### src/common/fab_pkg.sv
// fab_pkg: register map, field positions, reset values and types of the
// flag, addressing and branch unit
// assumes a 32-bit Avalon-MM register window addressed in bytes
`default_nettype none
package fab_pkg;
  // ----------------------------------------------------------------
  // register byte offsets
  // ----------------------------------------------------------------
  localparam logic [7:0] PC_OFS = 8'h00;
  localparam logic [7:0] CMD_OFS = 8'h04;
  localparam logic [7:0] OPA_OFS = 8'h08;
  localparam logic [7:0] OPB_OFS = 8'h0C;
  localparam logic [7:0] RES_OFS = 8'h10;
  localparam logic [7:0] SP_OFS = 8'h14;
  localparam logic [7:0] DATA_POINTER_OFS = 8'h18;
  localparam logic [7:0] PSW_OFS = 8'hD0;
  localparam logic [7:0] ACC_OFS = 8'hE0;
  // ----------------------------------------------------------------
  // status flag register fields
  // ----------------------------------------------------------------
  localparam int CY_BIT = 7;
  localparam int AC_BIT = 6;
  localparam int UF_BIT = 5;
  localparam int BS_HI_BIT = 4;
  localparam int BS_LO_BIT = 3;
  localparam int OV_BIT = 2;
  localparam int BIT_TEST_SRC = 6;
  localparam logic [7:0] PSW_WR_MASK = 8'hFC;
  // ----------------------------------------------------------------
  // reset values and instruction lengths
  // ----------------------------------------------------------------
  localparam logic [15:0] PC_RST = 16'h0000;
  localparam logic [15:0] DATA_POINTER_RST = 16'h0000;
  localparam logic [7:0] PSW_RST = 8'h00;
  localparam logic [7:0] ACC_RST = 8'h00;
  localparam logic [7:0] SP_RST = 8'h07;
  localparam logic [1:0] LEN1 = 2'h1;
  localparam logic [1:0] LEN2 = 2'h2;
  localparam logic [1:0] LEN3 = 2'h3;
  // ----------------------------------------------------------------
  // types
  // ----------------------------------------------------------------
  typedef enum logic [5:0] {
    OP_NOP, OP_ADD, OP_ADD_CARRY, OP_SUB_BORROW, OP_ROT_LEFT_C, OP_ROT_RIGHT_C,
    OP_CLEAR_OVF, OP_BIT_TEST, OP_AND_C_BIT, OP_AND_C_NBIT, OP_OR_C_BIT,
    OP_OR_C_NBIT, OP_MOVE_TO_C, OP_MOVE_FROM_C, OP_CLR_CARRY, OP_CLR_BIT,
    OP_SET_CARRY, OP_SET_BIT, OP_CMPL_CARRY, OP_CMPL_BIT, OP_JUMP_CARRY_SET,
    OP_JUMP_CARRY_CLEAR, OP_JUMP_BIT_SET, OP_JUMP_BIT_CLEAR,
    OP_JUMP_BIT_AND_CLEAR, OP_JUMP_ACC_ZERO, OP_JUMP_ACC_NONZERO,
    OP_DECREMENT_BRANCH, OP_COMPARE_BRANCH, OP_SHORT_JUMP, OP_LONG_JUMP,
    OP_ABSOLUTE_JUMP, OP_JUMP_INDEXED, OP_SUBROUTINE_RETURN,
    OP_INTERRUPT_RETURN, OP_IND_BANK_REG, OP_IND_STACK, OP_IND_POINTER,
    OP_REG_DIRECT, OP_FETCH_INDEX_PTR, OP_FETCH_INDEX_PC
  } fab_op_e;
  typedef struct packed {
    logic [12:0] spare;
    logic [2:0] sel;
    logic [7:0] rel;
    logic [1:0] pad;
    fab_op_e op;
  } fab_cmd_s;
  typedef struct packed {
    logic [15:0] addr;
    logic [6:0] pad;
    logic taken;
    logic [7:0] data;
  } fab_res_s;
endpackage
`default_nettype wire

### src/hdl/fab_core.sv
// fab_core: program counter, status flags, data pointer and the branch,
// boolean and addressing operations, reached over Avalon-MM
// assumes one 40 MHz clock, a synchronous active-high reset, and software
// that supplies memory operands and fetches the addresses it reports
//
// Functional notes
// RULE1: 16-bit program counter, high and low bytes, reset to zero
// RULE2: carry takes carry out or inverted borrow; rotates update it
// RULE3: aux carry set on carry out of bit 3, no borrow from 4
// RULE4: two bank selects pick one of four eight-byte banks
// RULE5: overflow set when signed result above +127 or below -128
// RULE6: clear-overflow op clears it; bit test copies bit 6
// RULE7: parity reads 0 for odd accumulator weight, 1 otherwise
// RULE8: 16-bit data pointer of two bytes addresses external data
// RULE9: 8-bit indirect via R0, R1 or stack; 16-bit only via pointer
// RULE10: 3-bit opcode field selects a register of the current bank
// RULE11: indexed access reads program memory at base plus accumulator
// RULE12: taken relative jump adds signed offset to next address
// RULE13: short jump is two bytes; long and absolute differ in target
// RULE14: carry boolean ops: and, or, move, clear, set, complement
// RULE15: branch on carry or bit; bit-and-clear clears taken bit
// RULE16: interrupt return acts as plain subroutine return
// RULE17: no zero flag; zero jumps test the accumulator directly
// RULE18: decrement counter, branch only when result is non-zero
// RULE19: compare branches on inequality; carry means first below second
// RULE20: status layout carry 7 down to parity 0, reset to zero
// RULE21: user flag is software only, never touched by operations
`timescale 1ns/100ps
`default_nettype none
module fab_core
  import fab_pkg::*;
(
  input wire logic i_core_clk,
  input wire logic i_sys_rst,
  input wire logic [7:0] i_avs_address,
  input wire logic i_avs_read,
  input wire logic i_avs_write,
  input wire logic [31:0] i_avs_writedata,
  input wire logic [3:0] i_avs_byteenable,
  output logic [31:0] o_avs_readdata,
  output logic o_avs_waitrequest,
  output logic [15:0] o_pc,
  output logic [1:0] o_bank_sel
);
  // ----------------------------------------------------------------
  // state
  // ----------------------------------------------------------------
  logic wait_q;
  logic [31:0] rdata_q;
  logic [15:0] pc_q, pc_d;
  logic [15:0] data_pointer_q;
  logic [15:0] opb_q;
  logic [7:0] psw_q, psw_d;
  logic [7:0] acc_q, acc_d;
  logic [7:0] sp_q, sp_d;
  logic [7:0] opa_q;
  fab_cmd_s cmd_q;
  fab_res_s res_q, res_d;
  logic exec_q;
  logic req, take_req, wr_acc, exec;
  logic [31:0] rd_mux, wval;
  fab_cmd_s cmd;
  logic [7:0] psw_rd;
  logic [1:0] ilen;
  logic [15:0] pc_seq, rel_tgt;
  logic [7:0] addend;
  logic cin, ovf, br, bitv, cy;
  logic [8:0] sum9;
  logic [4:0] sum5;

  // ----------------------------------------------------------------
  // bus slave
  // ----------------------------------------------------------------
  // each access waits one cycle, so read data is always registered
  assign req = i_avs_read | i_avs_write;
  assign take_req = req & ~wait_q;
  assign wr_acc = i_avs_write & take_req;
  assign exec = wr_acc && (i_avs_address == CMD_OFS);
  assign psw_rd = {psw_q[7:2], 1'b0, ~^acc_q}; // RULE7 RULE20

  always_comb begin
    case (i_avs_address)
      PC_OFS: rd_mux = {16'h0000, pc_q};
      CMD_OFS: rd_mux = cmd_q;
      OPA_OFS: rd_mux = {24'h000000, opa_q};
      OPB_OFS: rd_mux = {16'h0000, opb_q};
      RES_OFS: rd_mux = res_q;
      SP_OFS: rd_mux = {24'h000000, sp_q};
      DATA_POINTER_OFS: rd_mux = {16'h0000, data_pointer_q};
      PSW_OFS: rd_mux = {24'h000000, psw_rd};
      ACC_OFS: rd_mux = {24'h000000, acc_q};
      default: rd_mux = 32'h00000000;
    endcase
  end

  // unselected byte lanes keep the register's current contents
  for (genvar g = 0; g < 4; g++) begin : g_lane
    assign wval[g*8 +: 8] = i_avs_byteenable[g] ? i_avs_writedata[g*8 +: 8]
                                                : rd_mux[g*8 +: 8];
  end
  assign cmd = fab_cmd_s'(wval);

  always_ff @(posedge i_core_clk) begin
    if (i_sys_rst) begin
      wait_q <= 1'b1;
      rdata_q <= 32'h00000000;
    end else begin
      wait_q <= ~(req & wait_q);
      if (i_avs_read && wait_q) begin
        rdata_q <= rd_mux;
      end
    end
  end

  assign o_avs_waitrequest = wait_q;
  assign o_avs_readdata = rdata_q;
  assign o_pc = pc_q;
  assign o_bank_sel = psw_q[BS_HI_BIT:BS_LO_BIT];

  // ----------------------------------------------------------------
  // arithmetic and address formation
  // ----------------------------------------------------------------
  always_comb begin
    case (cmd.op)
      OP_ADD, OP_ADD_CARRY, OP_SUB_BORROW, OP_BIT_TEST: ilen = LEN2;
      OP_CLR_BIT, OP_SET_BIT, OP_CMPL_BIT, OP_MOVE_TO_C: ilen = LEN2;
      OP_AND_C_BIT, OP_AND_C_NBIT, OP_OR_C_BIT, OP_OR_C_NBIT: ilen = LEN2;
      OP_MOVE_FROM_C, OP_JUMP_CARRY_SET, OP_JUMP_CARRY_CLEAR: ilen = LEN2;
      OP_JUMP_ACC_ZERO, OP_JUMP_ACC_NONZERO, OP_ABSOLUTE_JUMP: ilen = LEN2;
      OP_SHORT_JUMP: ilen = LEN2; // RULE13
      OP_JUMP_BIT_SET, OP_JUMP_BIT_CLEAR, OP_JUMP_BIT_AND_CLEAR: ilen = LEN3;
      OP_DECREMENT_BRANCH, OP_COMPARE_BRANCH, OP_LONG_JUMP: ilen = LEN3;
      default: ilen = LEN1;
    endcase
  end

  // subtraction adds the inverted operand, so carry out means no borrow
  assign addend = (cmd.op == OP_SUB_BORROW) ? ~opa_q : opa_q;
  assign cin = (cmd.op == OP_ADD) ? 1'b0 : psw_q[CY_BIT];
  assign sum9 = {1'b0, acc_q} + {1'b0, addend} + {8'h00, cin};
  assign sum5 = {1'b0, acc_q[3:0]} + {1'b0, addend[3:0]} + {4'h0, cin};
  assign ovf = (acc_q[7] == addend[7]) && (sum9[7] != acc_q[7]); // RULE5
  assign pc_seq = pc_q + {14'h0000, ilen};
  assign rel_tgt = pc_seq + {{8{cmd.rel[7]}}, cmd.rel}; // RULE12
  assign bitv = opa_q[0];
  assign cy = psw_q[CY_BIT];

  // ----------------------------------------------------------------
  // operation decode
  // ----------------------------------------------------------------
  always_comb begin
    pc_d = pc_seq;
    psw_d = psw_q;
    acc_d = acc_q;
    sp_d = sp_q;
    res_d = '0;
    br = 1'b0;
    case (cmd.op)
      OP_ADD, OP_ADD_CARRY, OP_SUB_BORROW: begin
        acc_d = sum9[7:0];
        psw_d[CY_BIT] = sum9[8]; // RULE2
        psw_d[AC_BIT] = sum5[4]; // RULE3
        psw_d[OV_BIT] = ovf; // RULE5
      end
      OP_ROT_LEFT_C: begin
        acc_d = {acc_q[6:0], cy};
        psw_d[CY_BIT] = acc_q[7]; // RULE2
      end
      OP_ROT_RIGHT_C: begin
        acc_d = {cy, acc_q[7:1]};
        psw_d[CY_BIT] = acc_q[0]; // RULE2
      end
      OP_CLEAR_OVF: psw_d[OV_BIT] = 1'b0; // RULE6
      OP_BIT_TEST: psw_d[OV_BIT] = opa_q[BIT_TEST_SRC]; // RULE6
      OP_AND_C_BIT: psw_d[CY_BIT] = cy & bitv; // RULE14
      OP_AND_C_NBIT: psw_d[CY_BIT] = cy & ~bitv; // RULE14
      OP_OR_C_BIT: psw_d[CY_BIT] = cy | bitv; // RULE14
      OP_OR_C_NBIT: psw_d[CY_BIT] = cy | ~bitv; // RULE14
      OP_MOVE_TO_C: psw_d[CY_BIT] = bitv; // RULE14
      OP_MOVE_FROM_C: res_d.data = {7'h00, cy}; // RULE14
      OP_CLR_CARRY: psw_d[CY_BIT] = 1'b0; // RULE14
      OP_CLR_BIT: res_d.data = 8'h00; // RULE14
      OP_SET_CARRY: psw_d[CY_BIT] = 1'b1; // RULE14
      OP_SET_BIT: res_d.data = 8'h01; // RULE14
      OP_CMPL_CARRY: psw_d[CY_BIT] = ~cy; // RULE14
      OP_CMPL_BIT: res_d.data = {7'h00, ~bitv}; // RULE14
      OP_JUMP_CARRY_SET: br = cy; // RULE15
      OP_JUMP_CARRY_CLEAR: br = ~cy; // RULE15
      OP_JUMP_BIT_SET: begin
        br = bitv; // RULE15
        res_d.data = {7'h00, bitv};
      end
      OP_JUMP_BIT_CLEAR: begin
        br = ~bitv; // RULE15
        res_d.data = {7'h00, bitv};
      end
      // the bit ends clear either way: taken means it was set
      OP_JUMP_BIT_AND_CLEAR: begin
        br = bitv; // RULE15
        res_d.data = 8'h00; // RULE15
      end
      OP_JUMP_ACC_ZERO: br = (acc_q == 8'h00); // RULE17
      OP_JUMP_ACC_NONZERO: br = (acc_q != 8'h00); // RULE17
      OP_DECREMENT_BRANCH: begin
        res_d.data = opa_q - 8'h01; // RULE18
        br = (opa_q != 8'h01); // RULE18
      end
      OP_COMPARE_BRANCH: begin
        br = (opa_q != opb_q[7:0]); // RULE19
        psw_d[CY_BIT] = (opa_q < opb_q[7:0]); // RULE19
      end
      OP_SHORT_JUMP: br = 1'b1; // RULE13
      OP_LONG_JUMP: pc_d = opb_q; // RULE13
      OP_ABSOLUTE_JUMP: pc_d = {pc_seq[15:11], opb_q[10:0]}; // RULE13
      OP_JUMP_INDEXED: pc_d = data_pointer_q + {8'h00, acc_q};
      // no interrupt state is kept here, so both returns behave alike
      OP_SUBROUTINE_RETURN, OP_INTERRUPT_RETURN: begin
        pc_d = opb_q; // RULE16
        sp_d = sp_q - 8'h02; // RULE16
      end
      OP_IND_BANK_REG: begin
        res_d.addr = {8'h00, opa_q}; // RULE9
        res_d.data = {3'h0, psw_q[BS_HI_BIT:BS_LO_BIT], 2'h0, cmd.sel[0]}; // RULE4
      end
      OP_IND_STACK: res_d.addr = {8'h00, sp_q}; // RULE9
      OP_IND_POINTER: res_d.addr = data_pointer_q; // RULE9 RULE8
      OP_REG_DIRECT: res_d.addr = {11'h000, psw_q[BS_HI_BIT:BS_LO_BIT], cmd.sel}; // RULE10
      OP_FETCH_INDEX_PTR: res_d.addr = data_pointer_q + {8'h00, acc_q}; // RULE11
      OP_FETCH_INDEX_PC: res_d.addr = pc_seq + {8'h00, acc_q}; // RULE11
      default: begin
      end
    endcase
    if (br) begin
      pc_d = rel_tgt; // RULE12
    end
    res_d.taken = br;
  end

  // ----------------------------------------------------------------
  // registers
  // ----------------------------------------------------------------
  always_ff @(posedge i_core_clk) begin
    if (i_sys_rst) begin
      pc_q <= PC_RST; // RULE1
    end else if (exec) begin
      pc_q <= pc_d;
    end else if (wr_acc && (i_avs_address == PC_OFS)) begin
      pc_q <= wval[15:0];
    end
  end

  // parity is derived, reserved bit reads zero, user flag is kept as is
  always_ff @(posedge i_core_clk) begin
    if (i_sys_rst) begin
      psw_q <= PSW_RST; // RULE20
    end else if (exec) begin
      psw_q <= psw_d & PSW_WR_MASK; // RULE21
    end else if (wr_acc && (i_avs_address == PSW_OFS)) begin
      psw_q <= wval[7:0] & PSW_WR_MASK; // RULE21
    end
  end

  always_ff @(posedge i_core_clk) begin
    if (i_sys_rst) begin
      acc_q <= ACC_RST;
    end else if (exec) begin
      acc_q <= acc_d;
    end else if (wr_acc && (i_avs_address == ACC_OFS)) begin
      acc_q <= wval[7:0];
    end
  end

  always_ff @(posedge i_core_clk) begin
    if (i_sys_rst) begin
      sp_q <= SP_RST;
    end else if (exec) begin
      sp_q <= sp_d;
    end else if (wr_acc && (i_avs_address == SP_OFS)) begin
      sp_q <= wval[7:0];
    end
  end

  always_ff @(posedge i_core_clk) begin
    if (i_sys_rst) begin
      data_pointer_q <= DATA_POINTER_RST; // RULE8
      opa_q <= 8'h00;
      opb_q <= 16'h0000;
    end else if (wr_acc) begin
      if (i_avs_address == DATA_POINTER_OFS) begin
        data_pointer_q <= wval[15:0]; // RULE8
      end
      if (i_avs_address == OPA_OFS) begin
        opa_q <= wval[7:0];
      end
      if (i_avs_address == OPB_OFS) begin
        opb_q <= wval[15:0];
      end
    end
  end

  always_ff @(posedge i_core_clk) begin
    if (i_sys_rst) begin
      cmd_q <= '0;
      res_q <= '0;
      exec_q <= 1'b0;
    end else begin
      exec_q <= exec;
      if (exec) begin
        cmd_q <= cmd;
        res_q <= res_d;
      end
    end
  end
endmodule
`default_nettype wire

### config.mk
export PLATFORM = sky130hd
export DESIGN_NAME = fab_core
export DESIGN_NICKNAME = d
export VERILOG_FILES = /design/src/common/fab_pkg.sv /design/src/hdl/fab_core.sv
export SDC_FILE = /design/constraint.sdc
export NUM_CORES = 1
export LEC_CHECK = 0
export BUFFER_PORTS_ARGS = -buffer_cell sky130_fd_sc_hd__buf_2
export CAP_MARGIN = 20
export CORE_MARGIN = 4
export CORE_UTILIZATION = 38
export CTS_CLUSTER_DIAMETER = 30
export DETAILED_ROUTE_END_ITERATION = 8
export GPL_TIMING_DRIVEN = 0
export HOLD_SLACK_MARGIN = 0.15
export PLACE_DENSITY_LB_ADDON = 0.25
export SYNTH_ARGS = -nofsm -noshare
export SYNTH_HDL_FRONTEND = slang
export SYNTH_SLANG_ARGS = --single-unit
### constraint.sdc
create_clock -name i_core_clk -period 9.9 [get_ports i_core_clk]
set_input_delay 1.98 -clock i_core_clk [delete_from_list [all_inputs] [get_ports i_core_clk]]
set_output_delay 1.98 -clock i_core_clk [all_outputs]
set_load 0.005 [all_outputs]
* After elaboration in Yosys (flattened, before gate mapping) *
Memories as Yosys holds them, arrays and structs flattened.
Cells that the tools add are included.

word-level totals
  register bits = 168
  ROM bits = 64
  input bits = 48
  word-level logic and storage cells = 157
  memories = 1

memory list
  memory           words  bits a word  rd ports  clocked after Yosys merged registers in  wr ports  line             text
  (no name shown)  32     2            1         0                                        0         fab_core.sv:124  case (cmd.op)

cells by class
  add/subtract/negate cells = 10
  magnitude comparators = 1
  equality and inequality tests = 56
  muxes and demuxes = 26
  bitwise gates (word level) = 14
  reduce and logical (&&, ||, !) cells = 29

operators with widths
  operator                                                 number
  case mux 32 bit (9 select lines)                         1
  equality test 6 x 5 -> 1 bit (second input constant)     16
  2-to-1 mux 8 bit                                         12
  case mux 16 bit (6 select lines)                         1
  equality test 6 bit (second input constant)              9
  2-to-1 mux 16 bit                                        3
  case mux 16 bit (3 select lines)                         1
  case mux 8 bit (6 select lines)                          1
  equality test 6 x 4 -> 1 bit (second input constant)     7
  adder 16 x 8 -> 16 bit                                   2
  equality test 6 x 3 -> 1 bit (second input constant)     4
  equality test 8 x 5 -> 1 bit (second input constant)     3
  case mux 8 bit (3 select lines)                          1
  AND reduction 2 bit                                      9
  adder 16 bit                                             1
  adder 16 x 2 -> 16 bit                                   1
  equality test 8 x 4 -> 1 bit (second input constant)     2
  equality test 8 bit (second input constant)              2
  logical NOT 8 bit                                        2
  inequality test 13 x 1 -> 1 bit (second input constant)  1
  equality test 6 x 2 -> 1 bit (second input constant)     2
  case mux 1 bit (12 select lines)                         1
  adder 8 x 8 -> 9 bit                                     1
  adder 9 x 1 -> 9 bit                                     1
  other kinds (27)                                         52

* Depth between registers and ports, before layout *
Gate-level depths: netlist of the first run.

  word-level depth = 11
  depth in mapped cells = 35
  gate-level depth less buffers = 31

* Worst setup path before layout of the first run *
No wires, ideal clock.

  path kind = input to register
  from = in i_avs_address[2]
  to = reg pc_q[14] (netlist: o_pc[14])
  library setup time = 0.116 ns
  arrival time = 8.199 ns
  data required time = 9.784 ns
  setup slack = 1.585 ns
  cell stages on the path = 32
  buffers on the path = 5
  cell sequence = buf_4 nor4_2 buf_2 and2_1 clkbuf_1 a222oi_1 nand3_1 a21oi_1 a21oi_1 inv_1 ha_1 clkbuf_1 clkbuf_1 nand2_1 o21ai_0 a221o_1 nand2_1 o21ai_0 fa_1 nor2_1 nand4_1 xor2_1 inv_1 ha_1 and2_1 o21a_1 a41o_1 o41a_1 a21o_1 a21oi_1 xnor2_1 o211a_1

RTL lines
  element                 line             text
  start: declaration      fab_core.sv:35   input wire logic [7:0] i_avs_address,
  end signal: assignment  fab_core.sv:246  pc_q <= pc_d;
  end signal: assignment  fab_core.sv:248  pc_q <= wval[15:0];
  end: declaration        fab_core.sv:50   logic [15:0] pc_q, pc_d;

==> results of run 1 <==
-- registers in the layout (all words and copies together), names as in the netlist --
name               count
o_pc                  16
opb_q                 16
data_pointer_q        16
o_avs_readdata        32
cmd_q                 32
acc_q                  8
opa_q                  8
psw_q                  6
sp_q                   8
o_avs_waitrequest      1
res_q                 25
-- per-stage QoR --
step / setup TNS, ns / setup slack, ns / hold slack, ns
after floorplan: 0 / 1.58 / 0.421
after global placement: -9.84 / -1.05 / 0.438
after detailed placement: -1.89 / -0.429 / 0.446
after CTS: 0 / 0.0297 / 0.457
after global routing: 0 / 0.0878 / 0.468
final: 0 / 0.491 / 0.458
-- worst register-to-register path, delay by kind of cell (launching register included) --
family	cells	cell delay [ns]
simple gates	5	0.75
buf+inv	7	1.70
flops	1	0.70
xor+xnor	4	0.81
fa+ha+maj	5	1.54
compound gates	12	2.56
-- cell usage after synthesis (28+ instances only) --
master                     instances
sky130_fd_sc_hd__xnor2_1          48
sky130_fd_sc_hd__nand3_1          41
sky130_fd_sc_hd__dfxtp_1         168
sky130_fd_sc_hd__a21oi_1         151
sky130_fd_sc_hd__o21ai_0          65
sky130_fd_sc_hd__ha_1             61
sky130_fd_sc_hd__clkbuf_1         70
sky130_fd_sc_hd__a211oi_1         30
sky130_fd_sc_hd__a22oi_1          44
sky130_fd_sc_hd__nor3_1           42
sky130_fd_sc_hd__xor2_1           28
sky130_fd_sc_hd__inv_1            52
sky130_fd_sc_hd__nand2_1         239
sky130_fd_sc_hd__nor2_1          157
-- routing by layer --
layer | part of all wire, % | GRT usage (%) | vias to the layer above
li1 | - | - | 5951
met1 | 42 | 42.9 | 6198
met2 | 42 | 46.0 | 791
met3 | 11 | 6.64 | 169
met4 | 5.0 | 13.4 | 2
met5 | 0.024 | 0 | -
-- area by class of cell --
type                       instances  area [µm²]  area share, %
antenna                            1        2.50         0.0184
buffer                           105         455           3.35
clock buffer                      18         439           3.23
clock inverter                    14         178           1.31
inverter                          53         199           1.46
multi-input combinational       1244        7950           58.5
sequential                       168        3360           24.7
tap                              396         495           3.65
timing repair buffer             100         513           3.77
-- cells by family (layout without fill, tap and decap cells) --
family	after synthesis	count (layout)
AOI/OAI and AO/OA	484	484
xor gates and xnor gates	76	76
other	0	1
buffers and inverters	158	290
DFF	168	168
muxes	33	33
and+or+nand+nor	584	584
adders and majority gates	67	67
-- final timing paths --
path / start / endpoint / cells past startpoint
setup / recovery: i_avs_address[3] / o_pc[14] / 32
hold / removal: cmd_q[19] / cmd_q[19] / 2
setup reg to reg: acc_q[1] / o_pc[14] / 33
hold reg to reg: cmd_q[19] / cmd_q[19] / 2
-- where the power goes --
| group | switching (mW) | internal [mW] | total, mW |
|---|---|---|---|
| clock network | 0.348 | 0.371 | 0.718 |
| logic | 0.130 | 0.0588 | 0.189 |
| registers | 0.00475 | 0.684 | 0.689 |
-- what timing repair did --
item	4_1_cts	5_1_grt
setup endpoints to repair	0	10
hold buffers	0	0
gates resized for setup	0	10
==> results.txt, run 1 <==
For the cell count after placement, the log shows 2066. After floorplanning, the core was divided into 64 placement rows. The final wirelength was 54300 µm; the mean routed wirelength per cell was 25.9 µm. The flow ran to the end, and the final reports show no timing, DRC or antenna violations.

The vertical die dimension works out to 185 µm. The critical-path maximum fanout is 10, and the highest attainable clock frequency is 106 MHz. Share of the synthesized area in compound gates (AO/OA/AOI/OAI): 27.9%. For the max-slew violation count, the log shows 0. Summing the areas of all and, or, nand and nor instances in the mapped netlist gives 22.4% of the synthesized area. Routability-driven placement finished with a final weighted congestion of 1.04.

For this design the ratio of total power to cell area is 117 nW/µm². After synthesis the netlist holds a flip-flop and latch count of 168. The maximum root-to-sink buffer count was 2. The clock drives 168 sinks.

Once layout is complete, the utilization of the core stands at 44.2%. At the pin with the least slew margin, the transition time is 1.13 ns. The number of setup buffers added after CTS is 0. Setup repair after global routing left no endpoint under its margin. Input and output buffers added on the ports amount to 95. The hold violation total from the final report is 0. TritonCTS built the clock tree.

When the netlist entered floorplanning its net count stood at 1685. For the worst setup path, the data required time is 10.24 ns. The run gives 12145 as the via count of the first global-routing pass.

The slowest stage of the critical path belongs to the cell sky130_fd_sc_hd__or4b_1. The synthesized area divided by synthesized cell count works out to 7.60 µm². The post-synthesis cell area is 11900 µm².

The run gives 0 as the count of nets left with antenna violations after detail routing. The tree is rooted in a sky130_fd_sc_hd__clkbuf_16. The share of flip-flops with an asynchronous set or reset was 0%; the maximum resistive drop on vdd was 0.122 mV.

The largest family of logic cells by synthesized area was compound AO/OA/AOI/OAI gates. The run gives 0 as the number of failing setup endpoints in the final timing report. The initial standard-cell utilization of the core came out at 38.8%. The top cell types in the final layout, fill and taps aside, are 239 x sky130_fd_sc_hd__nand2_1, 168 x sky130_fd_sc_hd__dfxtp_1, 156 x sky130_fd_sc_hd__nor2_1.

Synthesis produced 1570 cells. In this run the static leakage power is 5.31 nW. Once layout is done, the placed cells without fillers occupy 13600 µm². 99 I/O pins were placed. The tools report the kind of start point of the critical path as an input pin.

The first TritonRoute pass finished after 9 iterations. The final cell count without fillers was 2099. The tool flagged a number of max-cap violations equal to 0. The final critical path takes up 95.0% of the cycle.

For the number of filler instances in the final layout, the log shows 3246. Across all register-to-register paths, the minimum setup slack is 1.75 ns. The tools report the post-DP HPWL as 41700 µm.

Using the TritonRoute via totals, the vias-per-cell ratio works out to 6.25. The tools report the count of vias placed by the detailed router as 13111. The initial antenna violation count is 3. After clock tree synthesis, the clock-pin slew on the worst setup and hold paths is 0.08 ns. The first global-routing pass estimated 78700 µm of wire. The die footprint was 34300 µm². Counting flops with a built-in enable in the synthesized netlist gives 0. The most common cell after layout, fill and taps aside is sky130_fd_sc_hd__nand2_1. The tools report the largest net degree at the start of global routing as 19. Yosys mapped the design onto 95 distinct sky130hd cell types. Data on the critical path arrives at its endpoint at 9.75 ns. Summing all placed instances gives a cell area of 12900 µm². Of the synthesized area, sequential elements account for 28.2%. The largest total area in the synthesized netlist belongs to sky130_fd_sc_hd__dfxtp_1. Of the post-synthesis cell area, the dominant cell type holds 28.2%.

The TritonCTS buffer count is 17, and the multiplexer share of the synthesized area is 3.09%. Summing internal, switching and leakage power gives 1.60 mW. The number of warnings reported in the yosys synthesis log was 0. From left edge to right edge, the die measures 185 µm. The fraction of synthesized cell area in xor and xnor cells was 5.58%; the time the worst path needs with I/O delays and setup was 9.41 ns. The fraction of the mapped netlist area in adder cells works out to 7.40%.

By area the synthesized netlist is led by sky130_fd_sc_hd__dfxtp_1 28%, sky130_fd_sc_hd__nand2_1 7.5%, sky130_fd_sc_hd__ha_1 6.4%, sky130_fd_sc_hd__a21oi_1 6.3%, sky130_fd_sc_hd__nor2_1 4.9%. Area added between synthesis and finish: 13.9%. Global routing consumed, over all layers together, 30.8% of the routing resources. For this run the aggregate overflow at the end of global routing stands at 0.

At the later pin of the worst-skew pair, clock insertion delay measures 0.45 ns. The worst pin sits at a relative slew slack of 24.7%. The cell family contributing the most delay on the critical path is compound AO/OA/AOI/OAI gates. On the worst path, the slowest cell contributes a delay of 0.61 ns. The path class of the lowest-slack min-delay path is flop to flop. For this run, the post-layout net count is 1804.

The fraction of final layout cells sized beyond drive strength 1 is 12.5%, and the number of DRC markers in iteration 0 is 1874. The count of H-tree levels built during CTS is 4. The tools report the floorplan core area as 30700 µm². The primary flip-flop cell chosen by synthesis mapping is sky130_fd_sc_hd__dfxtp_1. The kind of capture point of the worst setup path was a flop. The critical path contains buffers and inverters numbering 7 combined. The most frequent cell on the critical path was sky130_fd_sc_hd__a21oi_1.

The final worst clock skew was 0.0134 ns; the number of DRC violations after detailed routing was 0. The worst setup path is of the input pin to flop kind.
(Power assumes the default switching activity.)
==> run 2, diff against run 1 <==
==> constraint.sdc (replaced) <==
create_clock -name i_core_clk -period 8.7 [get_ports i_core_clk]
set_input_delay 1.74 -clock i_core_clk [delete_from_list [all_inputs] [get_ports i_core_clk]]
set_output_delay 1.74 -clock i_core_clk [all_outputs]
set_load 0.005 [all_outputs]
==> run 2 against run 1 <==
Clock-buffer cell count did not move. Critical path depth rose by 1. Sequential share of layout area fell by 0.30 points. Critical endpoint unchanged. Critical path type unchanged. Clock skew rose by 0.0033 ns. Cell count rose by 0.33%. Largest cell class unchanged. Core utilization rose by 0.54 points. Hold slack barely moved. Via count rose by 0.65%. Worst setup slack got worse by 0.22 ns.
==> results.txt, run 2 (same netlist as run 1, synthesis figures left out) <==
The run finished with clean final reports. The number of ports placed on the die boundary came out at 99 (unchanged). The most common cell after layout, fill and taps aside is sky130_fd_sc_hd__nand2_1 (unchanged). The cell at the root of the clock tree is sky130_fd_sc_hd__clkbuf_16 (unchanged).

The hold violation total from the final report was 0 (unchanged); the fraction of final layout cells sized beyond drive strength 1 was 13.6% (was 12.5%). The initial antenna violation count is 3 (unchanged). The via count of the first global-routing pass is 12141 (was 12145). The overall power of the completed layout came out at 1.82 mW (was 1.60 mW).

The run gives 2 (unchanged) as the maximum root-to-sink buffer count. The tools report the max-slew violation count as 0 (unchanged). The slew at the pin with the worst max-slew slack works out to 1.13 ns (about the same).

The vertical die dimension was 185 µm (unchanged). For the cts-stage hold buffer count, the log shows 0 (unchanged). The final worst clock skew is 0.0166 ns (was 0.0134 ns), and the worst-case headroom to the max-slew limit is 24.2% (was 24.7%). The area added between synthesis and finish was 15.3% (was 13.9%).

The kind of critical path is input pin to flop (unchanged). The worst path uses 96.9% of the clock period. The least setup slack across all paths after layout came out at 0.271 ns (was 0.491 ns).

The critical-path maximum fanout is 10 (unchanged), and the leakage power figure is 5.39 nW (was 5.31 nW). The maximum resistive drop on vdd is 0.138 mV (was 0.122 mV), and the mean routed wirelength per cell is 26.0 µm (was 25.9 µm). TritonCTS built the clock tree. The count of port buffers added during placement is 95 (unchanged), and the wire length of the first global-routing pass is 78700 µm (about the same). The smallest clock period supported by the final layout is computed as 8.43 ns. The run gives 0 (unchanged) as the overall overflow remaining after global route.

The final cell count without fillers is 2106 (was 2099). The clock-pin slew on the worst setup and hold paths is 0.08 ns (about the same). The kind of start point of the critical path is an input pin (unchanged). The site row count is 64 (unchanged). Setup repair after global routing left no endpoint under its margin.

The count of vias placed by the detailed router was 13196 (was 13111); the critical path data arrival time was 8.77 ns (was 9.75 ns). The post-DP HPWL was 41700 µm (unchanged). The largest net degree at the start of global routing was 19 (unchanged). The number of DRC violations after detailed routing was 0 (unchanged); the number of DRC markers in iteration 0 was 2140 (was 1874). The tools report the cell count after placement as 2066 (unchanged). The logs give 9 (unchanged) for the detailed-router iteration count before antenna repair and -1.39 ns (was -0.429 ns) for the worst slack at placement. Largest incremental delay on the critical path: 0.47 ns (was 0.61 ns). The TritonCTS sink count was 168 (unchanged); the highest attainable clock frequency was 119 MHz.

The floorplan die width is 185 µm (unchanged). The required arrival time at the worst endpoint was 9.04 ns (was 10.24 ns). The count of nets left with antenna violations after detail routing came out at 0 (unchanged). For the floorplan core area, the log shows 30700 µm² (unchanged).

The tools report the number of nets in the layout as 1811 (was 1804). For the count of H-tree levels built during CTS, the log shows 4 (unchanged). The kind of capture point of the worst setup path was a flop (unchanged). For the TritonCTS buffer count, the log shows 17 (unchanged).

The logs give 0 ns (unchanged) for the setup TNS and 1.04 (unchanged) for the global placer's final weighted congestion. The power per cell area is 132 nW/µm² (was 117 nW/µm²), and the final wirelength is 54700 µm (was 54300 µm). The critical-path cell with the highest stage delay is sky130_fd_sc_hd__fa_2 (was sky130_fd_sc_hd__or4b_1). The initial standard-cell utilization of the core was 38.8% (unchanged).

The global router's overall resource usage was 30.9% (was 30.8%). The tools report the latest clock arrival within the worst-skew pair as 0.45 ns (about the same). Commonest non-fill, non-tap cells in the layout: 239 x sky130_fd_sc_hd__nand2_1, 168 x sky130_fd_sc_hd__dfxtp_1, 153 x sky130_fd_sc_hd__nor2_1 (was 239 x sky130_fd_sc_hd__nand2_1, 168 x sky130_fd_sc_hd__dfxtp_1, 156 x sky130_fd_sc_hd__nor2_1). The post-detailed-route via-to-cell ratio is 6.27 (was 6.25). The smallest hold slack came out at 0.458 ns (about the same). The path class of the lowest-slack min-delay path is flop to flop (unchanged). Number of max-cap violations: 0 (unchanged). The number of failing setup endpoints in the final timing report is 0 (unchanged), and the die footprint is 34300 µm² (unchanged).
run 2: cell types whose count changed in the layout (fill, tap and decap cells not counted), moves of 2 or more:
cell                       previous run  this run
sky130_fd_sc_hd__a21oi_1            150       148
sky130_fd_sc_hd__buf_4               10        18
sky130_fd_sc_hd__clkbuf_1            68        65
sky130_fd_sc_hd__clkbuf_4             0         3
sky130_fd_sc_hd__nor2_1             156       153
sky130_fd_sc_hd__nor2_4               0         3
sky130_fd_sc_hd__xnor2_1             48        46
sky130_fd_sc_hd__xnor2_2              0         2
run 2: power by group:
group	internal (mW)	total (mW)	switching, mW	leakage (nW)
Combinational	0.0683	0.219	0.150	3.73
Sequential	0.779	0.784	0.00541	1.36
Clock	0.422	0.818	0.396	0.299
run 2: critical path: cells and delay by family:
kind                     cells  cell delay [ns]
AND/OR/NAND/NOR             10             1.85
XOR/XNOR                     2             0.40
buffers and inverters        8             1.51
adder cells (fa/ha/maj)      3             1.06
AO/OA/AOI/OAI               10             2.22
run 2: metal layers:
metal  global-route usage [%]  up-vias  routed length, µm
li1                         -     5965                  -
met1                     43.2     6209              22700
met2                     45.9      844              22900
met3                     6.38      176               6340
met4                     13.6        2               2700
met5                        0        -                 13
run 2: what timing repair did:
action,4_1_cts,5_1_grt
resized for setup,14,26
pin swaps,1,3
cloned,0,0
endpoints found under the setup margin,18,13
setup buffers,1,6
run 2: cell type report:
cell class / count / area (µm²)
buffer: 105 / 469
tap: 396 / 495
timing repair buffer: 107 / 566
clock buffer: 18 / 439
clock inverter: 14 / 178
inverter: 53 / 199
multi-input combinational: 1244 / 8040
antenna: 1 / 2.50
fill: 3223 / 17000
sequential: 168 / 3360
run 2: worst paths after layout:
kind	to	slack (ns)	from	cells after the start
setup / recovery	o_pc[14]	0.27	i_avs_address[5]	33
setup reg to reg	o_pc[14]	1.25	acc_q[1]	31
hold reg to reg	cmd_q[24]	0.46	cmd_q[24]	2
hold / removal	cmd_q[24]	0.46	cmd_q[24]	2
run 2: per-stage QoR:
step / cell area [µm²] / util (%)
6_report: 13800 / 44.7
5_1_grt: 13800 / 44.7
4_1_cts: 13600 / 44.3
3_5_place_dp: 12900 / 42.1
3_3_place_gp: 12900 / 42.0
2_1_floorplan: 11900 / -
